### src/pulse_gen_pkg.sv
// Package with register map, field layouts and constants of the pulse generator.
`default_nettype none
package pulse_gen_pkg;
  localparam logic [7:0]  OFS_CTRL      = 8'h00;
  localparam logic [7:0]  OFS_MODE      = 8'h04;
  localparam logic [7:0]  OFS_CYC_LO    = 8'h08;
  localparam logic [7:0]  OFS_CYC_HI    = 8'h0C;
  localparam logic [7:0]  OFS_DUTY_LO   = 8'h10;
  localparam logic [7:0]  OFS_DUTY_HI   = 8'h14;
  localparam logic [7:0]  OFS_SYS       = 8'h18;
  localparam logic [7:0]  OFS_STATUS    = 8'h1C;

  localparam logic [1:0]  MODE_PPG16    = 2'h3;
  localparam logic [15:0] COUNT_ZERO    = 16'h0000;
  localparam logic [7:0]  BYTE_ZERO     = 8'h00;
  localparam logic [31:0] WORD_ZERO     = 32'h0000_0000;
  localparam int          PRESCALE_W    = 11;
  localparam int          FS_DIV_W      = 4;

  localparam logic [2:0]  CK_DIV2048    = 3'h0;
  localparam logic [2:0]  CK_DIV1024    = 3'h1;
  localparam logic [2:0]  CK_DIV256     = 3'h2;
  localparam logic [2:0]  CK_DIV64      = 3'h3;
  localparam logic [2:0]  CK_DIV16      = 3'h4;
  localparam logic [2:0]  CK_DIV4       = 3'h5;
  localparam logic [2:0]  CK_DIV2       = 3'h6;
  localparam logic [2:0]  CK_DIV1       = 3'h7;

  // Control word: bit 0 run, bit 1 cascade.
  typedef struct packed {
    logic [5:0] unused;
    logic       cascade_select;
    logic       run_bit;
  } pair_ctrl_t;

  // Upper timer mode word.
  typedef struct packed {
    logic       initial_level_bit;
    logic       double_buffer_enable;
    logic [1:0] mode_field;
    logic       external_clock_select;
    logic [2:0] clock_select_field;
  } upper_mode_t;

  // System word: bit 0 divider select, bit 1 slow or sleep operation.
  typedef struct packed {
    logic [5:0] unused;
    logic       slow_mode;
    logic       divider_select_bit;
  } sys_ctrl_t;

  typedef struct packed {
    logic [15:0] cycle_value16;
    logic [15:0] duty_value16;
  } compare_pair_t;
endpackage
`default_nettype wire

### src/pulse_gen.sv
// Cascaded 16-bit programmable pulse generator with an APB register port.
//
// Function
// (RQ1) Cascade bit joins timers; upper settings only.
// (RQ2) Mode field value 11 selects pulse generator.
// (RQ3) Source bit picks prescaled or external clock.
// (RQ4) Codes 000..111 divide main clock 2^11..1.
// (RQ5) Divider bit or slow mode selects low-frequency.
// (RQ6) External clock limited; two cycles each phase.
// (RQ7) Upper duty write commits all four bytes.
// (RQ8) Software writes the upper duty byte last.
// (RQ9) Stopped pin shows the initial-level bit.
// (RQ10) Run bit starts the counter on source clock.
// (RQ11) Duty match inverts pin, raises first irq.
// (RQ12) Cycle match restores pin, irq, clears count.
// (RQ13) Clearing run stops, clears, restores pin.
// (RQ14) Double buffer used when enable bit is 1.
// (RQ15) Running commits buffered until cycle match.
// (RQ16) Stopped commits load buffer and comparators.
// (RQ17) Without buffer commits load comparators at once.
// (RQ18) Value below count waits for the wrap.
// (RQ19) Value equal to count matches right away.
// (RQ20) Reads return last written values.
// (RQ21) Buffered values move only at cycle boundary.
// (RQ22) Count wraps past 0xFFFF without toggling.
`timescale 1ns/1ps
`default_nettype none
module pulse_gen (
  input  wire logic        pclk,
  input  wire logic        presetn,
  input  wire logic        psel,
  input  wire logic        penable,
  input  wire logic        pwrite,
  input  wire logic [7:0]  paddr,
  input  wire logic [31:0] pwdata,
  output logic      [31:0] prdata,
  output logic             pready,
  output logic             pslverr,
  input  wire logic        low_freq_clock,
  input  wire logic        ext_clock_in,
  output logic             pulse_output_pin,
  output logic             duty_match_irq,
  output logic             cycle_match_irq
);
  localparam int PW = pulse_gen_pkg::PRESCALE_W;
  localparam int FW = pulse_gen_pkg::FS_DIV_W;

  pulse_gen_pkg::pair_ctrl_t    ctrl_q;
  pulse_gen_pkg::upper_mode_t   mode_q;
  pulse_gen_pkg::sys_ctrl_t     sys_q;
  pulse_gen_pkg::compare_pair_t buf_q;
  pulse_gen_pkg::compare_pair_t act_q;
  logic [7:0]    cyc_lo_q;
  logic [7:0]    cyc_hi_q;
  logic [7:0]    duty_lo_q;
  logic [7:0]    duty_hi_q;
  logic [15:0]   cnt_q;
  logic [PW-1:0] pre_q;
  logic [FW-1:0] fsdiv_q;
  logic          fs_prev_q;
  logic          ext_prev_q;
  logic          check_q;
  logic          pin_q;
  logic          duty_irq_q;
  logic          cyc_irq_q;
  logic [31:0]   prdata_q;
  logic          pready_q;
  logic          pslverr_q;

  // Divider tap for a main-clock code; all-ones low bits mark the tick.
  function automatic logic main_tick(input logic [2:0]    code,
                                     input logic [PW-1:0] pre);
    case (code)
      pulse_gen_pkg::CK_DIV2048: main_tick = &pre[10:0];
      pulse_gen_pkg::CK_DIV1024: main_tick = &pre[9:0];
      pulse_gen_pkg::CK_DIV256:  main_tick = &pre[7:0];
      pulse_gen_pkg::CK_DIV64:   main_tick = &pre[5:0];
      pulse_gen_pkg::CK_DIV16:   main_tick = &pre[3:0];
      pulse_gen_pkg::CK_DIV4:    main_tick = &pre[1:0];
      pulse_gen_pkg::CK_DIV2:    main_tick = pre[0];
      pulse_gen_pkg::CK_DIV1:    main_tick = 1'b1;
      default:                   main_tick = 1'b0;
    endcase
  endfunction

  // Decoding of APB address to register select.
  function automatic logic hit(input logic [7:0] addr,
                               input logic [7:0] ofs);
    hit = (addr == ofs);
  endfunction

  wire logic access   = psel & penable & pready_q;
  wire logic wr_en    = access & pwrite & ~pslverr_q;
  wire logic mapped   = hit(paddr, pulse_gen_pkg::OFS_CTRL)
                      | hit(paddr, pulse_gen_pkg::OFS_MODE)
                      | hit(paddr, pulse_gen_pkg::OFS_CYC_LO)
                      | hit(paddr, pulse_gen_pkg::OFS_CYC_HI)
                      | hit(paddr, pulse_gen_pkg::OFS_DUTY_LO)
                      | hit(paddr, pulse_gen_pkg::OFS_DUTY_HI)
                      | hit(paddr, pulse_gen_pkg::OFS_SYS)
                      | hit(paddr, pulse_gen_pkg::OFS_STATUS);
  wire logic wr_ctrl  = wr_en & hit(paddr, pulse_gen_pkg::OFS_CTRL);
  wire logic wr_mode  = wr_en & hit(paddr, pulse_gen_pkg::OFS_MODE);
  wire logic wr_cl    = wr_en & hit(paddr, pulse_gen_pkg::OFS_CYC_LO);
  wire logic wr_ch    = wr_en & hit(paddr, pulse_gen_pkg::OFS_CYC_HI);
  wire logic wr_dl    = wr_en & hit(paddr, pulse_gen_pkg::OFS_DUTY_LO);
  wire logic wr_sys   = wr_en & hit(paddr, pulse_gen_pkg::OFS_SYS);
  wire logic commit   = wr_en & hit(paddr, pulse_gen_pkg::OFS_DUTY_HI); // RQ7 RQ8

  // Only the upper timer's fields are looked at once cascaded.
  wire logic running  = ctrl_q.run_bit & ctrl_q.cascade_select // RQ1
                      & (mode_q.mode_field == pulse_gen_pkg::MODE_PPG16); // RQ2

  wire logic fs_edge  = low_freq_clock & ~fs_prev_q;
  wire logic ext_edge = ext_clock_in & ~ext_prev_q; // RQ6
  wire logic fs_tap16 = fs_edge & (&fsdiv_q);
  wire logic fs_tap8  = fs_edge & (&fsdiv_q[2:0]);
  wire logic fs_tap4  = fs_edge & (&fsdiv_q[1:0]);
  wire logic code0    = mode_q.clock_select_field == pulse_gen_pkg::CK_DIV2048;
  wire logic code1    = mode_q.clock_select_field == pulse_gen_pkg::CK_DIV1024;
  wire logic code7    = mode_q.clock_select_field == pulse_gen_pkg::CK_DIV1;
  wire logic low_sel  = sys_q.slow_mode
                      | (sys_q.divider_select_bit & (code0 | code1)); // RQ5
  wire logic low_tick = code0 ? fs_tap16 :
                        code1 ? fs_tap8 :
                        (code7 & sys_q.slow_mode) ? fs_tap4 : 1'b0; // RQ5
  wire logic int_tick = low_sel ? low_tick
                      : main_tick(mode_q.clock_select_field, pre_q); // RQ4
  wire logic src_tick = mode_q.external_clock_select ? ext_edge
                      : int_tick; // RQ3

  wire logic [15:0] new_cyc  = {cyc_hi_q, cyc_lo_q};
  wire logic [15:0] new_duty = {pwdata[7:0], duty_lo_q};
  // Running with the buffer on defers the comparators to the boundary.
  wire logic defer    = mode_q.double_buffer_enable & running; // RQ14
  wire logic load_now = commit & ~defer; // RQ16 RQ17
  wire logic cyc_hit  = running & check_q
                      & (cnt_q == act_q.cycle_value16); // RQ12 RQ18
  wire logic duty_hit = running & check_q
                      & (cnt_q == act_q.duty_value16); // RQ11 RQ18

  logic [31:0] rd_mux;
  always_comb begin
    rd_mux = pulse_gen_pkg::WORD_ZERO;
    case (paddr)
      pulse_gen_pkg::OFS_CTRL:    rd_mux[7:0] = ctrl_q;
      pulse_gen_pkg::OFS_MODE:    rd_mux[7:0] = mode_q;
      pulse_gen_pkg::OFS_CYC_LO:  rd_mux[7:0] = cyc_lo_q;  // RQ20
      pulse_gen_pkg::OFS_CYC_HI:  rd_mux[7:0] = cyc_hi_q;  // RQ20
      pulse_gen_pkg::OFS_DUTY_LO: rd_mux[7:0] = duty_lo_q; // RQ20
      pulse_gen_pkg::OFS_DUTY_HI: rd_mux[7:0] = duty_hi_q; // RQ20
      pulse_gen_pkg::OFS_SYS:     rd_mux[7:0] = sys_q;
      pulse_gen_pkg::OFS_STATUS:  rd_mux[17:0] = {running, pin_q, cnt_q};
      default:                    rd_mux = pulse_gen_pkg::WORD_ZERO;
    endcase
  end

  // Next values; each register below only takes its own next value.
  wire logic        setup     = psel & ~penable;
  wire logic        pready_d  = setup;
  wire logic        pslverr_d = setup & ~mapped;
  // The answer is latched in the setup cycle, so access never waits.
  wire logic [31:0] prdata_d  = !setup ? prdata_q
                              : pwrite ? pulse_gen_pkg::WORD_ZERO
                              : rd_mux;

  pulse_gen_pkg::pair_ctrl_t    ctrl_d;
  pulse_gen_pkg::upper_mode_t   mode_d;
  pulse_gen_pkg::sys_ctrl_t     sys_d;
  pulse_gen_pkg::compare_pair_t commit_val;
  pulse_gen_pkg::compare_pair_t buf_d;
  pulse_gen_pkg::compare_pair_t act_d;
  assign ctrl_d = wr_ctrl ? pulse_gen_pkg::pair_ctrl_t'(pwdata[7:0])
                          : ctrl_q;
  assign mode_d = wr_mode ? pulse_gen_pkg::upper_mode_t'(pwdata[7:0])
                          : mode_q;
  assign sys_d  = wr_sys  ? pulse_gen_pkg::sys_ctrl_t'(pwdata[7:0])
                          : sys_q;
  wire logic [7:0]  cyc_lo_d  = wr_cl  ? pwdata[7:0] : cyc_lo_q;
  wire logic [7:0]  cyc_hi_d  = wr_ch  ? pwdata[7:0] : cyc_hi_q;
  wire logic [7:0]  duty_lo_d = wr_dl  ? pwdata[7:0] : duty_lo_q;
  wire logic [7:0]  duty_hi_d = commit ? pwdata[7:0] : duty_hi_q; // RQ7

  wire logic [PW-1:0] pre_d   = pre_q + 1'b1;
  wire logic [FW-1:0] fsdiv_d = fs_edge ? fsdiv_q + 1'b1 : fsdiv_q;

  // Both copies take a commit; the active one waits when deferred.
  wire logic boundary = cyc_hit & mode_q.double_buffer_enable; // RQ21
  assign commit_val = '{cycle_value16: new_cyc, duty_value16: new_duty};
  assign buf_d      = commit ? commit_val : buf_q; // RQ15 RQ16
  assign act_d      = load_now ? commit_val // RQ16 RQ17
                    : boundary ? buf_q // RQ15 RQ21
                    : act_q;

  // A cycle match or a stop clears the count and restores the pin.
  wire logic        restart    = ~running | cyc_hit; // RQ12 RQ13
  wire logic [15:0] cnt_inc    = cnt_q + 1'b1; // RQ22
  wire logic [15:0] cnt_d      = restart  ? pulse_gen_pkg::COUNT_ZERO
                               : src_tick ? cnt_inc // RQ10
                               : cnt_q;
  // A fresh load equal to the count matches at once, off the grid.
  wire logic        check_d    = ~restart & (src_tick | load_now); // RQ19
  wire logic        pin_d      = restart  ? mode_q.initial_level_bit // RQ9
                               : duty_hit ? ~mode_q.initial_level_bit // RQ11
                               : pin_q;
  wire logic        duty_irq_d = duty_hit & ~cyc_hit; // RQ11
  wire logic        cyc_irq_d  = cyc_hit; // RQ12 RQ15

  // One register per process, each cleared by the reset.
  always_ff @(posedge pclk or negedge presetn) begin
    if (!presetn) begin
      prdata_q <= pulse_gen_pkg::WORD_ZERO;
    end else begin
      prdata_q <= prdata_d;
    end
  end

  always_ff @(posedge pclk or negedge presetn) begin
    if (!presetn) begin
      pready_q <= 1'b0;
    end else begin
      pready_q <= pready_d;
    end
  end

  always_ff @(posedge pclk or negedge presetn) begin
    if (!presetn) begin
      pslverr_q <= 1'b0;
    end else begin
      pslverr_q <= pslverr_d;
    end
  end

  always_ff @(posedge pclk or negedge presetn) begin
    if (!presetn) begin
      ctrl_q <= '0;
    end else begin
      ctrl_q <= ctrl_d;
    end
  end

  always_ff @(posedge pclk or negedge presetn) begin
    if (!presetn) begin
      mode_q <= '0;
    end else begin
      mode_q <= mode_d;
    end
  end

  always_ff @(posedge pclk or negedge presetn) begin
    if (!presetn) begin
      sys_q <= '0;
    end else begin
      sys_q <= sys_d;
    end
  end

  always_ff @(posedge pclk or negedge presetn) begin
    if (!presetn) begin
      cyc_lo_q <= pulse_gen_pkg::BYTE_ZERO;
    end else begin
      cyc_lo_q <= cyc_lo_d;
    end
  end

  always_ff @(posedge pclk or negedge presetn) begin
    if (!presetn) begin
      cyc_hi_q <= pulse_gen_pkg::BYTE_ZERO;
    end else begin
      cyc_hi_q <= cyc_hi_d;
    end
  end

  always_ff @(posedge pclk or negedge presetn) begin
    if (!presetn) begin
      duty_lo_q <= pulse_gen_pkg::BYTE_ZERO;
    end else begin
      duty_lo_q <= duty_lo_d;
    end
  end

  always_ff @(posedge pclk or negedge presetn) begin
    if (!presetn) begin
      duty_hi_q <= pulse_gen_pkg::BYTE_ZERO;
    end else begin
      duty_hi_q <= duty_hi_d;
    end
  end

  always_ff @(posedge pclk or negedge presetn) begin
    if (!presetn) begin
      pre_q <= '0;
    end else begin
      pre_q <= pre_d;
    end
  end

  always_ff @(posedge pclk or negedge presetn) begin
    if (!presetn) begin
      fsdiv_q <= '0;
    end else begin
      fsdiv_q <= fsdiv_d;
    end
  end

  always_ff @(posedge pclk or negedge presetn) begin
    if (!presetn) begin
      fs_prev_q <= 1'b0;
    end else begin
      fs_prev_q <= low_freq_clock;
    end
  end

  always_ff @(posedge pclk or negedge presetn) begin
    if (!presetn) begin
      ext_prev_q <= 1'b0;
    end else begin
      ext_prev_q <= ext_clock_in;
    end
  end

  always_ff @(posedge pclk or negedge presetn) begin
    if (!presetn) begin
      buf_q <= '0;
    end else begin
      buf_q <= buf_d;
    end
  end

  always_ff @(posedge pclk or negedge presetn) begin
    if (!presetn) begin
      act_q <= '0;
    end else begin
      act_q <= act_d;
    end
  end

  always_ff @(posedge pclk or negedge presetn) begin
    if (!presetn) begin
      cnt_q <= pulse_gen_pkg::COUNT_ZERO;
    end else begin
      cnt_q <= cnt_d;
    end
  end

  always_ff @(posedge pclk or negedge presetn) begin
    if (!presetn) begin
      check_q <= 1'b0;
    end else begin
      check_q <= check_d;
    end
  end

  always_ff @(posedge pclk or negedge presetn) begin
    if (!presetn) begin
      pin_q <= 1'b0;
    end else begin
      pin_q <= pin_d;
    end
  end

  always_ff @(posedge pclk or negedge presetn) begin
    if (!presetn) begin
      duty_irq_q <= 1'b0;
    end else begin
      duty_irq_q <= duty_irq_d;
    end
  end

  always_ff @(posedge pclk or negedge presetn) begin
    if (!presetn) begin
      cyc_irq_q <= 1'b0;
    end else begin
      cyc_irq_q <= cyc_irq_d;
    end
  end

  assign prdata           = prdata_q;
  assign pready           = pready_q;
  assign pslverr          = pslverr_q;
  assign pulse_output_pin = pin_q;
  assign duty_match_irq   = duty_irq_q;
  assign cycle_match_irq  = cyc_irq_q;
endmodule
`default_nettype wire

### config.mk
export PLATFORM = sky130hd
export DESIGN_NAME = pulse_gen
export DESIGN_NICKNAME = d
export VERILOG_FILES = /design/src/pulse_gen_pkg.sv /design/src/pulse_gen.sv
export SDC_FILE = /design/constraint.sdc
export NUM_CORES = 1
export LEC_CHECK = 0
export BUFFER_PORTS_ARGS = -buffer_cell sky130_fd_sc_hd__buf_2
export CORE_ASPECT_RATIO = 0.8
export CORE_MARGIN = 2
export CORE_UTILIZATION = 30
export DETAILED_ROUTE_END_ITERATION = 8
export GPL_TIMING_DRIVEN = 1
export PLACE_DENSITY = 0.58
export SLEW_MARGIN = 20
export SYNTH_ARGS = -nofsm -noshare
export SYNTH_HDL_FRONTEND = slang
export SYNTH_SLANG_ARGS = --single-unit
### constraint.sdc
create_clock -name pclk -period 2.2 [get_ports pclk]
set_clock_uncertainty 0.1 [all_clocks]
set_input_delay 0.44 -clock pclk [delete_from_list [all_inputs] [get_ports pclk]]
set_output_delay 0.44 -clock pclk [all_outputs]
set_load 0.01 [all_outputs]
# After elaboration in Yosys (flattened, before gate mapping)
# Index checks and enable logic that the tools add are counted.
dict set report classes {
  addsub 3
  eq_ne 17
  mux 15
  bitwise_logic 51
  n_reduce_logical 14
}
# operator count
set op_table {}
lappend op_table {{$mux 32} 2}
lappend op_table {{$pmux 8 s8} 1}
lappend op_table {{$eq 16x16->1} 2}
lappend op_table {{$eq 8x5->1 const B} 4}
lappend op_table {{$mux 16} 2}
lappend op_table {{$and 1x1->1} 30}
lappend op_table {{$mux 18} 1}
lappend op_table {{$add 16x1->16 const B} 1}
lappend op_table {{$eq 8x4->1 const B} 2}
lappend op_table {{$eq 3x3->1 const B} 4}
lappend op_table {{$add 11x1->11 const B} 1}
lappend op_table {{$or 1x1->1} 11}
lappend op_table {{$reduce_and 11->1} 1}
lappend op_table {{$mux 10} 1}
lappend op_table {{$not 1->1} 10}
lappend op_table {{$reduce_and 10->1} 1}
lappend op_table {{$eq 8x3->1 const B} 1}
lappend op_table {{$logic_not 8->1} 1}
lappend op_table {{$pmux 1 s8} 1}
lappend op_table {{$reduce_and 4->1} 2}
lappend op_table {{$reduce_and 8->1} 1}
lappend op_table {{$mux 1} 7}
lappend op_table {{$eq 3x2->1 const B} 2}
lappend op_table {{$reduce_and 6->1} 1}
lappend op_table {{7 further kinds} 10}
dict set report word_totals {
  ff_bits 191
  in_bits 47
  out_inout_bits 37
  word_cells 131
}

# Depth between registers and ports, before layout
dict set report logic_depth {
  ltp_word 10
  depth_mapped 9
  mapped_depth_nobuf 8
}

# Worst setup path before layout
# Ideal clock, no wire load.
dict set report synth_timing {
  path_kind {input-to-reg}
  startpoint {input port paddr[0]}
  endpoint {register cyc_lo_q[0]}
  setup_time_ns 0.125
  t_arrival_ns 1.979
  required_time_ns 1.975
  path_slack_ns -0.004
  cell_stages 6
  n_path_buf 1
  cell_sequence {or4_4 or2_1 buf_2 nor3_4 nand2_2 mux2_2}
}
dict set report synth_between {
  elab_chain_len 2
}
# element line
set synth_rtl {}
lappend synth_rtl {{start: declaration} pulse_gen.sv:34} ;# input wire logic [7:0] paddr,
lappend synth_rtl {{$eq 8x4->1} pulse_gen.sv:89} ;# hit = (addr == ofs);
lappend synth_rtl {{$and 1x1->1} pulse_gen.sv:104} ;# wire logic wr_cl = wr_en & hit(paddr, pulse_gen_pkg::OFS_CYC_LO);
lappend synth_rtl {{end signal: assignment} pulse_gen.sv:260} ;# cyc_lo_q <= pulse_gen_pkg::BYTE_ZERO;
lappend synth_rtl {{end signal: assignment} pulse_gen.sv:262} ;# cyc_lo_q <= cyc_lo_d;
lappend synth_rtl {{end: declaration} pulse_gen.sv:53} ;# logic [7:0] cyc_lo_q;
# Every way passes these cells.
# A chain may end at the register's enable or synchronous reset.

# Worst setup path after layout
dict set report layout_timing {
  startpoint {register fsdiv_q[1]}
  endpoint {register cnt_q[11]}
}
dict set report layout_between {
  elab_chain_len 8
  word_cells_on_any_way 12
  classes_between {mux (5); bitwise (3); reduce/logical (4)}
}
# element line
set layout_rtl {}
lappend layout_rtl {{start: declaration} pulse_gen.sv:59} ;# logic [FW-1:0] fsdiv_q;
lappend layout_rtl {{start signal: assignment} pulse_gen.sv:302} ;# fsdiv_q <= fsdiv_d;
lappend layout_rtl {{$reduce_and 2->1} pulse_gen.sv:118} ;# wire logic fs_tap4 = fs_edge & (&fsdiv_q[1:0]);
lappend layout_rtl {{$and 1x1->1} pulse_gen.sv:118}
lappend layout_rtl {{$mux 1} pulse_gen.sv:126} ;# (code7 & sys_q.slow_mode) ? fs_tap4 : 1'b0;
lappend layout_rtl {{$mux 1} pulse_gen.sv:125} ;# code1 ? fs_tap8 :
lappend layout_rtl {{$mux 1 (*)} pulse_gen.sv:124} ;# wire logic low_tick = code0 ? fs_tap16 :
lappend layout_rtl {{$mux 1 (*)} pulse_gen.sv:127} ;# wire logic int_tick = low_sel ? low_tick
lappend layout_rtl {{$mux 1 (*)} pulse_gen.sv:129} ;# wire logic src_tick = mode_q.external_clock_select ? ext_edge
lappend layout_rtl {{$reduce_bool 2->1 (no source line) (*)} n/a}
lappend layout_rtl {{end signal: assignment} pulse_gen.sv:340} ;# cnt_q <= pulse_gen_pkg::COUNT_ZERO;
lappend layout_rtl {{end signal: assignment} pulse_gen.sv:342} ;# cnt_q <= cnt_d;
lappend layout_rtl {{end: declaration} pulse_gen.sv:57} ;# logic [15:0] cnt_q;
# Mark *: on every way between the ends. The rest lies on a longest branch, timed or not.

==> run_results.csv <==
group,metric,value,unit
logic_synthesis,synth-async-reset-ratio,100.0,%
timing,timing.final.hold_violations,0,
layout,final_common_cell,"dfrtp_1",
timing,final-max-slew-violation-count,0,
timing,timing.max_slew.rel_slack,65.24,%
timing,timing_worst_slew_pin_value,0.5195,ns
setup_path,regToRegStartpoint,"fsdiv_q[1]",
floorplanning,io_pins,84,
global_route,grt_pass1_vias,5851,
detailed_routing,first_iter_violations,313,
logic_synthesis,synth_enable_flop_cells,0,
logic_synthesis,synth.ff_latch_count,169,
layout,area.growth.synth_to_final,23.30,%
clock_tree,clock_tree.buffer_depth,2,
power_and_ir_drop,power.leakage,0.004761,uW
power_and_ir_drop,pwr_density_cell,639.9,nW/um2
logic_synthesis,synth_cell_types,68,
setup_path,worstPathBufferInverterCount,1,
layout,diodes_inserted,0,
setup_path,worst_path_most_repeated_cell,"ha_4",
detailed_routing,wl_per_cell,18.46,um
layout,layout_net_count,864,
setup_path,timing.critical_path.from_type,"register",
global_route,grt_usage,15.51,%
placed_design,placement.io_buffers,45,
floorplanning,rows,54,
clock_tree,clk-insertion-delay-late,0.43,ns
timing,rsz_0062_raised_after_global_routing,"yes",
timing,setup_viol_count_final,0,
placed_design,detailed_place.area,9450,um2
layout,top_library_cells_by_usage_in_the_layout_fill_and_taps_aside,"dfrtp_1 (168), mux2_2 (88), nand2_1 (67)",
timing,min_period_over_period,95.88,%
clock_tree,tritoncts_clock_tree,"done",
layout,final_area,10280,um2
detailed_routing,finalWirelength,21.96,mm
global_route,grt_first_pass_wirelength,34.48,mm
clock_tree,numCtsBuffers,17,
clock_tree,clk_pin_slew_worst_paths,0.07,ns
clock_tree,clock-root-buffer,"clkbuf_16",
timing,finalHoldWorstSlack,0.03159,ns
detailed_routing,vias_per_cell,4.941,
logic_synthesis,synth_largest_area_cell,"dfrtp_1",
clock_tree,cts_num_sinks,169,
layout,drive_gt1_share,36.32,%
global_route,maximum_number_of_pins_on_one_net_before_global_route_repair,41,
job,max_cap_viols,0,
setup_path,worstPathCellList,"ha_4 -> ha_4 -> nor4bb_4 -> a221oi_2 -> o22ai_2 -> a31oi_4 -> clkbuf_16 -> a21oi_2 -> mux2i_1",
detailed_routing,drt_first_pass_iters,5,
setup_path,worst_path_dominant_cell_family,"compound AO/OA/AOI/OAI gates",
clock_tree,htree_levels,4,
logic_synthesis,synthesis.area,8338,um2
logic_synthesis,synth_top_cell_area_share,50.72,%
layout,num-fill-cells,2684,
logic_synthesis,ys_seq_area_share,50.72,%
placed_design,place_hpwl,15.83,mm
outcome,outcome,"finished clean",
setup_path,worst_path_cell_with_the_longest_stage_delay,"dfrtp_1",
floorplanning,die_w,190.4,um
logic_synthesis,syn_inst,713,
floorplanning,core_area,27300,um2
hold_path,hold_path.class,"input port to register",
timing,finalSetupTns,0,ns
detailed_routing,drc,0,
timing,min_period,2.109,ns
floorplanning,area_of_the_die,29150,um2
placed_design,placer_s_final_routability_congestion_estimate,0.8448,
setup_path,critical_path.max_fanout,7,
setup_path,crit_type,"register to register",
setup_path,worstSetupEndpointType,"register",
detailed_routing,final_antenna_net_count,0,
logic_synthesis,ys_warn_count,0,
floorplanning,die_h,153.1,um
detailed_routing,detailroute.via_count,5880,
global_route,grt_overflow,0,
logic_synthesis,synth_top_cells_by_area,"dfrtp_1 (51%), mux2_2 (12%), mux2i_1 (4.3%), xor2_1 (3.3%), nand2_1 (3.0%)",
power_and_ir_drop,peakVddDrop,0.4883,mV
setup_path,startpoint,"fsdiv_q[1]",
setup_path,arrival,2.33,ns
logic_synthesis,mean_area_per_synthesized_cell,11.69,um2
setup_path,cpPeakStageDelay,0.42,ns
logic_synthesis,synth_top_flop_cell,"dfrtp_1",
hold_path,hold_path_startpoint,"low_freq_clock",
global_route,number_of_antenna_violations_at_the_first_check_in_global_routing,0,
setup_path,cp_data_required_time,2.42,ns
floorplanning,floorplan.initialDensity,30.55,%
timing,max_freq,474.1,MHz
flip-flops by register name (all words and copies together), names as in the netlist, 4 cells and up:
signal	count
act_q	32
buf_q	32
prdata	18
cnt_q	16
pre_q	11
ctrl_q	8
cyc_hi_q	8
cyc_lo_q	8
duty_lo_q	8
mode_q	8
sys_q	8
fsdiv_q	4
through the flow:
| stage | power (uW) | setup WS [ns] | util [%] | cells |
|---|---|---|---|---|
| 3_5_place_dp | 3611 | -0.2099 | 34.62 | 1153 |
| 2_1_floorplan | 3422 | -0.003778 | - | 726 |
| 5_1_grt | 6856 | -0.03588 | 37.67 | 1190 |
| 3_3_place_gp | 3602 | -0.1968 | 34.62 | 1153 |
| 6_report | 6579 | 0.09058 | 37.67 | 1190 |
| 4_1_cts | 6576 | 0.0004881 | 36.82 | 1186 |
synth_stat cells (8+ instances only):
master    number
a21oi_1       17
a22o_1        10
and3_1         9
buf_2         22
buf_4         18
clkbuf_1       9
dfrtp_1      169
inv_1          8
mux2_2        88
mux2i_1       36
nand2_1       67
nand2b_1      14
nand3_1       29
nand4_1       16
nor2_1        15
nor4_1        10
o21a_1        10
o21ai_0       28
o22a_1        10
xnor2_1       12
xor2_1        31
final timing paths:
| path | to | slack, ns | cells after the start |
|---|---|---|---|
| worst max-delay path | cnt_q[11] | 0.09 | 9 |
| worst min-delay path | fs_prev_q | 0.03 | 1 |
| worst max register to register | cnt_q[11] | 0.09 | 9 |
| worst min register to register | pre_q[10] | 0.37 | 1 |
| max in group asynchronous | mode_q[2] | 0.94 | 3 |
| min in group asynchronous | buf_q[30] | 0.39 | 2 |
routing by layer:
layer | up-vias | GRT usage [%] | wire [um]
met4 | 0 | 3.175 | 142
met3 | 12 | 2.847 | 949
met1 | 2994 | 22.23 | 10370
li1 | 2751 | - | -
met2 | 123 | 24.48 | 10500
met5 | - | 0 | 0
area by class of cell:
class | instances | area, um2 | area share (%)
flip-flops and latches | 169 | 4230 | 41.15
multi-input cells | 494 | 3995 | 38.86
clock buffers | 18 | 439.2 | 4.272
repair buffers | 123 | 991.0 | 9.639
clock inverters | 14 | 140.1 | 1.363
well taps | 364 | 455.4 | 4.430
inverters | 8 | 30.03 | 0.2921
logic make-up after synthesis:
group	Yosys count	share of synthesized area, %
AND/OR/NAND/NOR	196	13.04
flip-flops	169	50.72
multiplexers	130	17.83
AO/OA/AOI/OAI	107	8.988
buffers and inverters	63	4.262
XOR/XNOR	43	4.517
adder cells (fa/ha/maj)	4	0.6003
other	1	0.04497
power by group:
group          switching [uW]  total [uW]  internal [uW]
Combinational             224         411            187
Clock                    1350        2960           1620
Sequential               50.3        3210           3160
timing repair:
| item | CTS | global route |
|---|---|---|
| hold buffers | 1 | 0 |
| setup endpoints to repair | 1 | 16 |
| gates cloned | 0 | 1 |
| gates resized for setup | 2 | 41 |
| pin swaps | 0 | 14 |
| endpoints found under the hold margin | 35 | 0 |
| buffers inserted | 0 | 3 |
(Power assumes the default switching activity.)
